File: src/core/uart_cfg_map.vh
// Register offsets, field positions, command codes and fill thresholds for the channel configuration block
`ifndef UART_CFG_MAP_VH
`define UART_CFG_MAP_VH

// ----------------------------------------------------------------
// Register offsets
// ----------------------------------------------------------------
`define OFS_MODE 4'h0
`define OFS_STATUS 4'h1
`define OFS_COMMAND 4'h2
`define OFS_HOLDING 4'h3
`define OFS_OUT_LATCH 4'h4
`define OFS_INT_STATE 4'h5

// ----------------------------------------------------------------
// Mode register fields
// ----------------------------------------------------------------
`define MODE0_RX_LEVEL_HI 6
`define MODE0_TX_LEVEL_HI 5
`define MODE0_TX_LEVEL_LO 4
`define MODE0_DEPTH_SEL 3
`define MODE1_FLOW_CTRL 7
`define MODE1_RX_LEVEL_LO 6
`define MODE1_ERR_MODE 5

// ----------------------------------------------------------------
// Reset values
// ----------------------------------------------------------------
`define MODE0_RESET 8'h00
`define MODE1_RESET 8'h00
`define MODE2_RESET 8'h00
`define OUT_LATCH_RESET 8'h00

// ----------------------------------------------------------------
// Command register: bits 7:4 code, bits 3:0 enables and disables
// ----------------------------------------------------------------
`define CMD_NOP 4'h0
`define CMD_PTR_MODE1 4'h1
`define CMD_RX_RESET 4'h2
`define CMD_TX_RESET 4'h3
`define CMD_ERR_RESET 4'h4
`define CMD_PTR_MODE0 4'hB
`define CMD_RX_EN 0
`define CMD_RX_DIS 1
`define CMD_TX_EN 2
`define CMD_TX_DIS 3

// ----------------------------------------------------------------
// Queue depths and interrupt thresholds
// ----------------------------------------------------------------
`define DEPTH_SHALLOW 5'h08
`define DEPTH_DEEP 5'h10
`define RX8_L0 5'h01
`define RX8_L1 5'h03
`define RX8_L2 5'h06
`define RX8_L3 5'h08
`define RX16_L0 5'h01
`define RX16_L1 5'h08
`define RX16_L2 5'h0C
`define RX16_L3 5'h10
`define TX8_L0 5'h08
`define TX8_L1 5'h04
`define TX8_L2 5'h06
`define TX8_L3 5'h01
`define TX16_L0 5'h10
`define TX16_L1 5'h08
`define TX16_L2 5'h0C
`define TX16_L3 5'h01

`endif

File: src/core/char_queue.v
// Character queue of sixteen entries with selectable eight-entry limit
`timescale 1ns/100ps
`default_nettype none
`include "uart_cfg_map.vh"

module char_queue #(
	parameter W = 8
) (
	// Clock and reset
	input wire core_clk_i,
	input wire rstn_i,
	// Control
	input wire flush_i,
	input wire deep_i,
	// Fill side
	input wire push_i,
	input wire [W-1:0] push_data_i,
	// Drain side
	input wire pop_i,
	output wire [W-1:0] head_o,
	// State
	output wire [4:0] fill_o,
	output wire full_o
);

	reg [W-1:0] mem [0:15];
	reg [3:0] rd_q;
	reg [3:0] wr_q;
	reg [4:0] fill_q;
	wire [4:0] limit;
	wire do_push;
	wire do_pop;

	assign limit = deep_i ? `DEPTH_DEEP : `DEPTH_SHALLOW;
	assign full_o = (fill_q >= limit);
	assign fill_o = fill_q;
	assign head_o = mem[rd_q];
	// Push refused when full, pop refused when empty
	assign do_push = push_i && !full_o && !flush_i;
	assign do_pop = pop_i && (fill_q != 5'h00) && !flush_i;

	always @(posedge core_clk_i) begin
		if (do_push) begin
			mem[wr_q] <= push_data_i;
		end
	end

	always @(posedge core_clk_i or negedge rstn_i) begin
		if (!rstn_i) begin
			rd_q <= 4'h0;
			wr_q <= 4'h0;
			fill_q <= 5'h00;
		end else if (flush_i) begin
			rd_q <= 4'h0;
			wr_q <= 4'h0;
			fill_q <= 5'h00;
		end else begin
			if (do_push) begin
				wr_q <= wr_q + 4'h1;
			end
			if (do_pop) begin
				rd_q <= rd_q + 4'h1;
			end
			if (do_push && !do_pop) begin
				fill_q <= fill_q + 5'h01;
			end else if (do_pop && !do_push) begin
				fill_q <= fill_q - 5'h01;
			end
		end
	end

endmodule
`default_nettype wire

File: src/core/level_select.v
// Interrupt fill-level comparator for receive or transmit queue
`timescale 1ns/100ps
`default_nettype none
`include "uart_cfg_map.vh"

module level_select (
	// Queue state
	input wire [4:0] fill_i,
	input wire deep_i,
	// Selection
	input wire [1:0] code_i,
	input wire empty_side_i,
	// Result
	output reg hit_o
);

	reg [4:0] amount;
	reg [4:0] thr;
	reg [4:0] limit;

	always @* begin
		amount = fill_i;
		thr = `RX8_L0;
		limit = deep_i ? `DEPTH_DEEP : `DEPTH_SHALLOW;
		if (empty_side_i) begin
			// A queue left over-full by a depth change has no free space
			amount = (fill_i >= limit) ? 5'h00 : (limit - fill_i);
		end
		case ({empty_side_i, deep_i, code_i})
			4'b0000: thr = `RX8_L0;
			4'b0001: thr = `RX8_L1;
			4'b0010: thr = `RX8_L2;
			4'b0011: thr = `RX8_L3;
			4'b0100: thr = `RX16_L0;
			4'b0101: thr = `RX16_L1;
			4'b0110: thr = `RX16_L2;
			4'b0111: thr = `RX16_L3;
			4'b1000: thr = `TX8_L0;
			4'b1001: thr = `TX8_L1;
			4'b1010: thr = `TX8_L2;
			4'b1011: thr = `TX8_L3;
			4'b1100: thr = `TX16_L0;
			4'b1101: thr = `TX16_L1;
			4'b1110: thr = `TX16_L2;
			4'b1111: thr = `TX16_L3;
			default: thr = `RX8_L0;
		endcase
		hit_o = (amount >= thr);
	end

endmodule
`default_nettype wire

File: src/core/uart_chan_cfg.v
// Channel configuration: mode pointer, queue levels, flow control and error accumulation
//
// Local design decision: strobed register access.
`timescale 1ns/100ps
`default_nettype none
`include "uart_cfg_map.vh"

// Operation
// - Shallow receive interrupt thresholds 1, 3, 6, 8
// - Deep receive interrupt thresholds 1, 8, 12, 16
// - Receive code from mode0 bit6, mode1 bit6
// - Shallow transmit empty thresholds 8, 4, 6, 1
// - Deep transmit empty thresholds 16, 8, 12, 1
// - Pointer to mode one on reset, command 1
// - Mode one access moves pointer to two
// - Flow bit enables automatic request-to-send negation
// - Full queue plus start bit negates request-to-send
// - Latch untouched; reassert when space frees
// - Overrun and discard at tenth or eighteenth
// - Error-mode bit picks character or block
// - Character mode shows head character flags
// - Block mode ORs flags since error reset
// - Mode0 bit3 selects eight or sixteen depth
// - Empty transmit queue interrupts once enabled
// - Mode0 bits 5:4 transmit code, reset 00
module uart_chan_cfg (
	// Clock and reset
	input wire core_clk_i,
	input wire rstn_i,
	// Register port
	input wire [3:0] addr_i,
	input wire [7:0] wdata_i,
	input wire wr_i,
	input wire rd_i,
	output reg [7:0] rdata_o,
	// Receiver side
	input wire rx_start_i,
	input wire rx_done_i,
	input wire [7:0] rx_data_i,
	input wire rx_framing_i,
	input wire rx_parity_i,
	input wire rx_break_i,
	// Transmitter side
	input wire tx_pop_i,
	output reg [7:0] tx_data_o,
	output reg tx_avail_o,
	// Pins and interrupt requests
	output reg output_pin_zero_o,
	output reg rx_int_o,
	output reg tx_int_o
);

	// ----------------------------------------------------------------
	// Mode pointer states
	// ----------------------------------------------------------------
	localparam PTR_MODE0 = 3'b001;
	localparam PTR_MODE1 = 3'b010;
	localparam PTR_MODE2 = 3'b100;

	reg [2:0] ptr_q;
	reg [2:0] ptr_d;
	reg [7:0] mode_reg_zero_q;
	reg [7:0] mode_reg_one_q;
	reg [7:0] mode_reg_two_q;
	reg [7:0] output_port_latch_q;
	reg rx_en_q;
	reg tx_en_q;
	reg [10:0] hold_q;
	reg hold_valid_q;
	reg discard_q;
	reg overrun_q;
	reg [2:0] err_acc_q;
	reg rts_neg_q;

	wire queue_depth_select;
	wire rx_flow_request_control;
	wire error_accumulate_select;
	wire [1:0] rx_fill_level_select;
	wire [1:0] tx_empty_level_select;
	wire mode_acc;
	wire cmd_wr;
	wire [3:0] cmd_code;
	wire rx_flush;
	wire tx_flush;
	wire err_clear;
	wire [4:0] rx_fill;
	wire [4:0] tx_fill;
	wire rx_queue_full;
	wire tx_queue_full;
	wire [10:0] rx_head;
	wire [7:0] tx_head;
	wire rx_char_available;
	wire tx_queue_drained;
	wire tx_space_available;
	wire rx_hit;
	wire tx_hit;
	wire new_char;
	wire rx_push;
	wire [10:0] rx_push_data;
	wire rx_pop;
	wire tx_push;
	wire [2:0] head_flags;
	wire [2:0] shown_flags;
	wire [7:0] channel_status_reg;

	// ----------------------------------------------------------------
	// Field decode
	// ----------------------------------------------------------------
	assign queue_depth_select = mode_reg_zero_q[`MODE0_DEPTH_SEL];
	assign rx_fill_level_select = {mode_reg_zero_q[`MODE0_RX_LEVEL_HI], mode_reg_one_q[`MODE1_RX_LEVEL_LO]};
	assign tx_empty_level_select = {mode_reg_zero_q[`MODE0_TX_LEVEL_HI], mode_reg_zero_q[`MODE0_TX_LEVEL_LO]};
	assign rx_flow_request_control = mode_reg_one_q[`MODE1_FLOW_CTRL];
	assign error_accumulate_select = mode_reg_one_q[`MODE1_ERR_MODE];

	assign mode_acc = (wr_i || rd_i) && (addr_i == `OFS_MODE);
	assign cmd_wr = wr_i && (addr_i == `OFS_COMMAND);
	assign cmd_code = wdata_i[7:4];
	assign rx_flush = cmd_wr && (cmd_code == `CMD_RX_RESET);
	assign tx_flush = cmd_wr && (cmd_code == `CMD_TX_RESET);
	// Receiver reset also clears accumulated errors
	assign err_clear = cmd_wr && ((cmd_code == `CMD_ERR_RESET) || (cmd_code == `CMD_RX_RESET));

	// ----------------------------------------------------------------
	// Queues and level comparators
	// ----------------------------------------------------------------
	assign new_char = rx_done_i && rx_en_q && !discard_q;
	// The held character always goes first to keep arrival order
	assign rx_push = !rx_queue_full && (hold_valid_q || new_char);
	assign rx_push_data = hold_valid_q ? hold_q : {rx_break_i, rx_framing_i, rx_parity_i, rx_data_i};
	assign rx_pop = rd_i && (addr_i == `OFS_HOLDING);
	assign tx_push = wr_i && (addr_i == `OFS_HOLDING);

	char_queue #(.W(11)) u_rx_queue (
		.core_clk_i(core_clk_i),
		.rstn_i(rstn_i),
		.flush_i(rx_flush),
		.deep_i(queue_depth_select),
		.push_i(rx_push),
		.push_data_i(rx_push_data),
		.pop_i(rx_pop),
		.head_o(rx_head),
		.fill_o(rx_fill),
		.full_o(rx_queue_full)
	);

	char_queue #(.W(8)) u_tx_queue (
		.core_clk_i(core_clk_i),
		.rstn_i(rstn_i),
		.flush_i(tx_flush),
		.deep_i(queue_depth_select),
		.push_i(tx_push),
		.push_data_i(wdata_i),
		.pop_i(tx_pop_i),
		.head_o(tx_head),
		.fill_o(tx_fill),
		.full_o(tx_queue_full)
	);

	level_select u_rx_level (
		.fill_i(rx_fill),
		.deep_i(queue_depth_select),
		.code_i(rx_fill_level_select),
		.empty_side_i(1'b0),
		.hit_o(rx_hit)
	);

	level_select u_tx_level (
		.fill_i(tx_fill),
		.deep_i(queue_depth_select),
		.code_i(tx_empty_level_select),
		.empty_side_i(1'b1),
		.hit_o(tx_hit)
	);

	assign rx_char_available = (rx_fill != 5'h00);
	assign tx_queue_drained = (tx_fill == 5'h00);
	assign tx_space_available = !tx_queue_full;

	// ----------------------------------------------------------------
	// Error flags
	// ----------------------------------------------------------------
	assign head_flags = rx_char_available ? rx_head[10:8] : 3'b000;
	assign shown_flags = error_accumulate_select ? err_acc_q : head_flags;
	assign channel_status_reg = {shown_flags[2], shown_flags[1], shown_flags[0], overrun_q,
		tx_queue_drained, tx_space_available, rx_queue_full, rx_char_available};

	// ----------------------------------------------------------------
	// Mode pointer
	// ----------------------------------------------------------------
	always @* begin
		ptr_d = ptr_q;
		if (cmd_wr && (cmd_code == `CMD_PTR_MODE1)) begin
			ptr_d = PTR_MODE1;
		end else if (cmd_wr && (cmd_code == `CMD_PTR_MODE0)) begin
			ptr_d = PTR_MODE0;
		end else if (mode_acc) begin
			case (ptr_q)
				PTR_MODE0: ptr_d = PTR_MODE1;
				PTR_MODE1: ptr_d = PTR_MODE2;
				PTR_MODE2: ptr_d = PTR_MODE2;
				default: ptr_d = PTR_MODE1;
			endcase
		end
	end

	// ----------------------------------------------------------------
	// Registers
	// ----------------------------------------------------------------
	always @(posedge core_clk_i or negedge rstn_i) begin
		if (!rstn_i) begin
			ptr_q <= PTR_MODE1;
			mode_reg_zero_q <= `MODE0_RESET;
			mode_reg_one_q <= `MODE1_RESET;
			mode_reg_two_q <= `MODE2_RESET;
			output_port_latch_q <= `OUT_LATCH_RESET;
			rx_en_q <= 1'b0;
			tx_en_q <= 1'b0;
		end else begin
			ptr_q <= ptr_d;
			if (wr_i && (addr_i == `OFS_MODE)) begin
				case (ptr_q)
					PTR_MODE0: mode_reg_zero_q <= wdata_i;
					PTR_MODE1: mode_reg_one_q <= wdata_i;
					PTR_MODE2: mode_reg_two_q <= wdata_i;
					default: mode_reg_one_q <= wdata_i;
				endcase
			end
			if (wr_i && (addr_i == `OFS_OUT_LATCH)) begin
				output_port_latch_q <= wdata_i;
			end
			if (cmd_wr) begin
				if (wdata_i[`CMD_RX_DIS] || rx_flush) begin
					rx_en_q <= 1'b0;
				end else if (wdata_i[`CMD_RX_EN]) begin
					rx_en_q <= 1'b1;
				end
				if (wdata_i[`CMD_TX_DIS] || tx_flush) begin
					tx_en_q <= 1'b0;
				end else if (wdata_i[`CMD_TX_EN]) begin
					tx_en_q <= 1'b1;
				end
			end
		end
	end

	// ----------------------------------------------------------------
	// Receive hold stage, overrun and error accumulation
	// ----------------------------------------------------------------
	always @(posedge core_clk_i or negedge rstn_i) begin
		if (!rstn_i) begin
			hold_q <= 11'h000;
			hold_valid_q <= 1'b0;
			discard_q <= 1'b0;
			overrun_q <= 1'b0;
			err_acc_q <= 3'b000;
		end else if (rx_flush) begin
			hold_valid_q <= 1'b0;
			discard_q <= 1'b0;
			overrun_q <= 1'b0;
			err_acc_q <= 3'b000;
		end else begin
			// Character past the full queue waits here, as in a shift register
			if (new_char && (hold_valid_q || rx_queue_full)) begin
				hold_q <= {rx_break_i, rx_framing_i, rx_parity_i, rx_data_i};
				hold_valid_q <= 1'b1;
			end else if (rx_push && hold_valid_q) begin
				hold_valid_q <= 1'b0;
			end
			// A start bit with queue and hold stage both taken dooms that character
			if (rx_start_i && rx_en_q && hold_valid_q && rx_queue_full) begin
				discard_q <= 1'b1;
			end else if (rx_done_i) begin
				discard_q <= 1'b0;
			end
			if (rx_start_i && rx_en_q && hold_valid_q && rx_queue_full) begin
				overrun_q <= 1'b1;
			end else if (err_clear) begin
				overrun_q <= 1'b0;
			end
			// Set wins: a flag at the head in the error-reset command cycle is kept
			err_acc_q <= (err_clear ? 3'b000 : err_acc_q) | head_flags;
		end
	end

	// ----------------------------------------------------------------
	// Flow control and outputs
	// ----------------------------------------------------------------
	always @(posedge core_clk_i or negedge rstn_i) begin
		if (!rstn_i) begin
			rts_neg_q <= 1'b0;
			output_pin_zero_o <= 1'b1;
			rx_int_o <= 1'b0;
			tx_int_o <= 1'b0;
			tx_data_o <= 8'h00;
			tx_avail_o <= 1'b0;
			rdata_o <= 8'h00;
		end else begin
			if (rx_flow_request_control && rx_start_i && rx_queue_full) begin
				rts_neg_q <= 1'b1;
			end else if (!rx_queue_full || !rx_flow_request_control) begin
				rts_neg_q <= 1'b0;
			end
			// Latch bit high drives the active-low pin low; negation overrides without touching it
			output_pin_zero_o <= !output_port_latch_q[0] || rts_neg_q;
			rx_int_o <= rx_hit && rx_char_available;
			tx_int_o <= tx_hit && tx_en_q;
			tx_data_o <= tx_head;
			tx_avail_o <= !tx_queue_drained && tx_en_q && !tx_pop_i;
			rdata_o <= 8'h00;
			if (rd_i) begin
				case (addr_i)
					`OFS_MODE: rdata_o <= (ptr_q == PTR_MODE0) ? mode_reg_zero_q :
						(ptr_q == PTR_MODE1) ? mode_reg_one_q : mode_reg_two_q;
					`OFS_STATUS: rdata_o <= channel_status_reg;
					`OFS_HOLDING: rdata_o <= rx_char_available ? rx_head[7:0] : 8'h00;
					`OFS_OUT_LATCH: rdata_o <= output_port_latch_q;
					`OFS_INT_STATE: rdata_o <= {6'h00, tx_int_o, rx_int_o};
					default: rdata_o <= 8'h00;
				endcase
			end
		end
	end

endmodule
`default_nettype wire

File: config.mk
export PLATFORM = sky130hd
export DESIGN_NAME = uart_chan_cfg
export DESIGN_NICKNAME = d
export VERILOG_FILES = /design/src/core/char_queue.v /design/src/core/level_select.v /design/src/core/uart_chan_cfg.v
export VERILOG_INCLUDE_DIRS = /design/src /design/src/core
export SDC_FILE = /design/constraint.sdc
export NUM_CORES = 1
export LEC_CHECK = 0
export BUFFER_PORTS_ARGS = -buffer_cell sky130_fd_sc_hd__buf_2
export CORE_MARGIN = 4
export CORE_UTILIZATION = 56
export DETAILED_ROUTE_END_ITERATION = 6
export PLACE_DENSITY = 0.76
export SYNTH_ARGS = -nofsm -noshare
export SYNTH_HDL_FRONTEND = slang
export SYNTH_SLANG_ARGS = --single-unit
File: constraint.sdc
create_clock -name core_clk_i -period 4.05 [get_ports core_clk_i]
set_clock_uncertainty 0.05 [all_clocks]
set_input_delay 0.405 -clock core_clk_i [delete_from_list [all_inputs] [get_ports core_clk_i]]
set_output_delay 0.405 -clock core_clk_i [all_outputs]
set_load 0.05 [all_outputs]
======== Word-level counts from Yosys, hierarchy flattened ========
Memories as Yosys holds them, arrays and structs flattened. A register that Yosys moved wholly into a read port is not among the register bits.
Index checks and enable logic that the tools add are counted.
operators by class
  equality and inequality tests ........... 13
  bitwise gates (word level) .............. 3
  reduce and logical (&&, ||, !) cells .... 84
  magnitude comparators ................... 4
  $add $sub $neg .......................... 9
  multiplexer cells ....................... 49
operators with widths
  operator             count
  $mux 5               8
  $pmux 8 s5           1
  $logic_and 1x1->1    37
  $mux 4               8
  $mux 8               4
  $mux 3               8
  $ge 5x5->1           4
  $mux 1               19
  $reduce_bool 3->1    6
  $add 4x1->4 const B  4
  $eq 4x2->1 const B   4
  $logic_not 1->1      14
  $reduce_bool 2->1    7
  $eq 4x3->1 const B   3
  $reduce_and 2->1     6
  $mux 11              1
  $add 5x1->5 const B  2
  $reduce_bool 5->1    2
  $sub 5x1->5 const B  2
  $eq 4x1->1 const B   2
  $logic_or 1x1->1     8
  $logic_not 5->1      1
  $sub 5x5->5          1
  $eq 4x4->1 const B   1
  other kinds (7)      9
word-level totals
  RAM bits ................................ 304
  memories kept ........................... 4
  register bits ........................... 93
  bits in read-only memories .............. 160
  input port bits ......................... 30
memories
  name             words  bits a word  read ports  clocked after memory_dff  wr ports  RTL line           text
  u_rx_queue.mem   16     11           1           0                         1         char_queue.v:26    reg [W-1:0] mem [0:15];
  u_tx_queue.mem   16     8            1           1                         1         char_queue.v:26
  (no name shown)  16     5            1           0                         0         level_select.v:29  case ({empty_side_i, deep_i, code_i})
  (no name shown)  16     5            1           0                         0         level_select.v:29

======== Longest topological paths before layout ========
  depth after elaboration ................. 11
  gate-level depth with buffers ........... 15
  mapped depth without buffers ............ 13

======== By module ========
Synthesis repeated with hierarchy kept, for this count alone.
unflattened totals
  cell total of the unflattened synthesis .. 1137
  area, all modules ....................... 18032.3 um2
by module, submodules not included
  module                   times used  area each (um2)  cells each  seq. area each (um2)
  char_queue (u_rx_queue)  1           7746.2           439         5610.4
  char_queue (u_tx_queue)  1           5850.6           295         4169.0
  uart_chan_cfg            1           3557.2           291         1879.3
  level_select             2           439.2            56          0.0

======== Worst setup path before layout ========
Ideal clock, no wire load.
  kind .................................... register to register
  from .................................... register mode_reg_zero_q[3]
  to ...................................... register u_tx_queue.fill_q[4], in the netlist u_tx_queue.fill_o[4]
  clock period less this slack ............ 3.854 ns
  path slack .............................. 0.196 ns
  arrival ................................. 3.664 ns
  stages on the path, launching flop included .. 16
  data required time ...................... 3.859 ns
  path buffers ............................ 2
  cells stage by stage .................... dfrtp_1 clkbuf_1 inv_1 ha_1 nor4b_1 o21ai_1 a2111oi_1 clkbuf_1 nand2_1 fa_1 a21o_1 a21oi_1 nand2_1 xnor2_1 nand3_1 nand3_1
on the way
  longest elaborated chain between the ends .. 8
RTL lines
  element                                                      RTL line                          text
  start: declaration                                           uart_chan_cfg.v:62                reg [7:0] mode_reg_zero_q;
  start signal: assignment                                     uart_chan_cfg.v:212               mode_reg_zero_q <= `MODE0_RESET;
  start signal: assignment                                     uart_chan_cfg.v:222               PTR_MODE0: mode_reg_zero_q <= wdata_i;
  $mux 5 (no source line) *                                    n/a
  $ge 5x5->1 *                                                 char_queue.v:35                   assign full_o = (fill_q >= limit);
  $logic_not 1->1 *                                            char_queue.v:39                   assign do_push = push_i && !full_o && !flush_i;
  $logic_and 1x1->1 * (2 in series)                            char_queue.v:39
  $logic_and 1x1->1 / $logic_not 1->1 (equally long branches)  char_queue.v:64, char_queue.v:66
  $mux 5 / $logic_and 1x1->1 (equally long branches)           char_queue.v:64, char_queue.v:66
  $mux 5 / $reduce_bool 3->1 (equally long branches)           n/a
  end signal: assignment                                       char_queue.v:65                   fill_q <= fill_q + 5'h01;
  end signal: assignment                                       char_queue.v:67                   fill_q <= fill_q - 5'h01;
  end: declaration                                             char_queue.v:29                   reg [4:0] fill_q;
Every way passes the cells marked *; elsewhere a longest branch is shown, timed or not.
A chain may end at the register's enable or synchronous reset.

======== Worst setup path in the final report ========
  from .................................... register mode_reg_zero_q[3]
  to ...................................... register u_rx_queue.fill_q[4], in the netlist u_rx_queue.fill_o[4]
on the way
  longest elaborated chain between the ends .. 9
RTL lines
  element                                                      RTL line                              text
  $mux 5 (no source line) *                                    n/a
  $ge 5x5->1 *                                                 char_queue.v:35
  $logic_not 1->1 *                                            char_queue.v:39, uart_chan_cfg.v:128
  $logic_and 1x1->1                                            uart_chan_cfg.v:128                   assign rx_push = !rx_queue_full && (hold_valid_q || new_char);
  $logic_and 1x1->1 * (2 in series)                            char_queue.v:39
  $logic_and 1x1->1 / $logic_not 1->1 (equally long branches)  char_queue.v:64, char_queue.v:66
  $mux 5 / $logic_and 1x1->1 (equally long branches)           char_queue.v:64, char_queue.v:66
  $mux 5 / $reduce_bool 3->1 (equally long branches)           n/a
  end signal: assignment                                       char_queue.v:65
  end signal: assignment                                       char_queue.v:67
  end: declaration                                             char_queue.v:29
Marked as above.

==> flow_summary.json <==
{
  "dp_hpwl_mm": 24.2,
  "clk_latency_ns": 0.54,
  "gp_congestion": 0.829,
  "worst-setup-path-type": "reg -> reg",
  "portBuffers": 49,
  "reg2reg_depth": 13,
  "post_cts_resize_count": 0,
  "antenna_found_initial": 0,
  "cts_sinks": 405,
  "ys_top_cells_by_count": "edfxtp_1 (304), dfrtp_1 (99), mux4_2 (83), nor2_1 (59), mux2_2 (51)",
  "vdd_drop_max_uv": 455,
  "drt_iter0_markers": 904,
  "synthFlopType": "edfxtp_1",
  "fmax_mhz": 284,
  "avgViaCountPerCell": 6.22,
  "rows": 63,
  "grt_pass1_wl_mm": 57.2,
  "chipHeight_um": 183,
  "cp_max_fo": 5,
  "numCtsBuffers": 41,
  "crit_chain": "inv_1 -> ha_1 -> nor2b_1 -> a311oi_1 -> o21a_1 -> nor2b_1 -> nand2_1 -> fa_1 -> a21oi_1 -> nor2b_1 -> or4_4 -> a21o_1 -> a21oi_2",
  "startpoint_type": "flip-flop",
  "synth_area_leader_cell": "edfxtp_1",
  "routed_wl_mm": 36.9,
  "fp.coreArea_um2": 30000,
  "synth_area_um2": 17200,
  "yosysMostFrequentCell": "edfxtp_1",
  "holdWs_ns": 0.0628,
  "setup-tns-final_ns": 0,
  "power.leakage_nw": 6.92,
  "die-area_um2": 33600,
  "drc": 0,
  "path_depth": 13,
  "tightest_slew_ns": 1.09,
  "slew_violations": 0,
  "maxSlewHeadroom_pct": 27.3,
  "yosysSeqAreaShare_pct": 67.8,
  "root_buffer": "clkbuf_16",
  "grt_pass1_vias": 9654,
  "yosysUniqueCellTypes": 67,
  "cp_num_buf_inv": 1,
  "vias": 9492,
  "fin_util_pct": 64.8,
  "grt_max_degree": 50,
  "diodes": 0,
  "cts_tree": "yes",
  "finalCritPeriodShare_pct": 87.0,
  "post_cts_buffers": 0,
  "status": "completed",
  "holdPathStages": 2,
  "ys_ff_latch": 405,
  "crit_family": "compound AO/OA/AOI/OAI gates",
  "path_clk_slew_ns": 0.07,
  "die_w_um": 183,
  "worstHoldPathType": "in -> reg",
  "syn-instance-count": 1018,
  "crit_top_cell": "nor2b_1",
  "critPathArrivalTime_ns": 3.94,
  "maxCapViolCount": 0,
  "power.density_nw_per_um2": 630,
  "final.min_clock_period_ns": 3.52,
  "slowest_delay_ns": 0.45,
  "synth-edff-count": 304,
  "initial_utilization_pct": 57.4,
  "required_ns": 4.47,
  "rsz0062_at_grt": "no",
  "postSynth.asyncResetShare_pct": 24.9,
  "ant_nets": 0,
  "finalHoldViolCount": 0,
  "ioPinCount": 50,
  "end_kind": "flip-flop",
  "synth_top_area_share_pct": 53.1,
  "cts_max_level": 2,
  "wl_per_cell_um": 24.1,
  "overflow": 0,
  "avgSynthCellArea_um2": 16.9,
  "slowest_stage": "fa_1",
  "syn_to_final_growth_pct": 12.8,
  "drive_above_1_share_pct": 26.6,
  "cts_buffer_depth": 3,
  "setup_viol": 0,
  "track_usage_pct": 22.3,
  "ys_top_cells_by_area": "edfxtp_1 (53%), dfrtp_1 (14%), mux4_2 (11%), mux2_2 (3.3%), ha_1 (2.8%)",
  "yosysWarnings": 0,
  "drt_pass1_iterations": 5,
  "syn_nets": 1088,
  "fin_nets": 1174
}
==> cell usage in the layout (no fill, tap or decap), drive strengths merged, types with 10 or more instances in the layout <==
cell / n
nor3: 11
inv: 26
o21ai: 20
a21o: 12
mux4: 83
xnor2: 11
o22a: 11
nand2: 47
clkbuf: 64
and2: 18
nor2: 59
o221ai: 10
nand3: 10
mux2i: 16
a21oi: 26
ha: 38
buf: 91
edfxtp: 304
mux2: 51
dfrtp: 99
xor2: 13
nand2b: 14
==> routing by layer <==
metal	wire length, µm	GRT usage [%]	up-vias
met1	15200	31.2	4882
met2	18000	36.4	379
met3	2390	3.51	77
met5	0	0	-
met4	1220	7.57	0
li1	-	-	4154
==> timing repair <==
item,in CTS,in global routing
hold endpoints to repair,47,0
hold buffers,2,0
setup endpoints to repair,0,0
==> layout make-up <==
cell class,instances,area [µm²]
fillers,2053,10600
flip-flops and latches,405,11700
well taps,390,488
clock buffers,64,1170
repair buffers,93,583
inverters,23,86.3
multi-input cells,540,5270
clock inverters,12,133
==> stage by stage <==
| stage | power (mW) | setup WS [ns] | std cells | instance area, µm² |
|---|---|---|---|---|
| final | 12.2 | 0.528 | 1527 | 19400 |
| after global routing | 12.8 | 0.222 | 1527 | 19400 |
| after CTS | 12.3 | 0.546 | 1527 | 19400 |
| after detailed placement | 8.63 | 0.573 | 1449 | 18100 |
| after global placement | 8.54 | 0.661 | 1449 | 18100 |
| after floorplan | 7.72 | 0.196 | 1018 | 17200 |
==> sequential cells by signal, summed over array words and instances, names as in the netlist, 3 cells and up <==
name                 count
u_tx_queue.fill_o        5
u_rx_queue.wr_q          4
u_tx_queue.mem         128
u_rx_queue.mem         176
hold_q                  11
err_acc_q                3
output_port_latch_q      8
u_tx_queue.wr_q          4
mode_reg_zero_q          8
rdata_o                  8
mode_reg_one_q           8
tx_data_o                8
u_rx_queue.rd_q          4
ptr_q                    3
mode_reg_two_q           8
u_tx_queue.rd_q          4
u_rx_queue.fill_o        5
==> path summary, 6_finish.rpt <==
path,from,to,slack (ns)
max,mode_reg_zero_q[3],u_rx_queue.fill_o[4],0.53
min,rx_data_i[4],hold_q[4],0.06
max reg2reg,mode_reg_zero_q[3],u_rx_queue.fill_o[4],0.53
min reg2reg,hold_q[2],hold_q[2],0.45
max in group asynchronous,rstn_i,output_pin_zero_o,2.62
min in group asynchronous,rstn_i,tx_data_o[5],0.42
==> power breakdown <==
group,internal [mW],total (mW),leakage (nW),switching (mW)
combinational,1.41,2.99,2.28,1.59
clock,2.13,3.68,0.636,1.54
sequential,5.04,5.55,4.00,0.517
==> cell families after synthesis <==
kind of cell / count (synthesis) / synth area share (%)
fa+ha+maj: 40 / 3.00
buf+inv: 73 / 1.81
flops: 405 / 67.8
compound gates: 127 / 5.23
xor+xnor: 24 / 1.22
mux: 150 / 15.1
simple gates: 199 / 5.81
(Power assumes the default switching activity.)
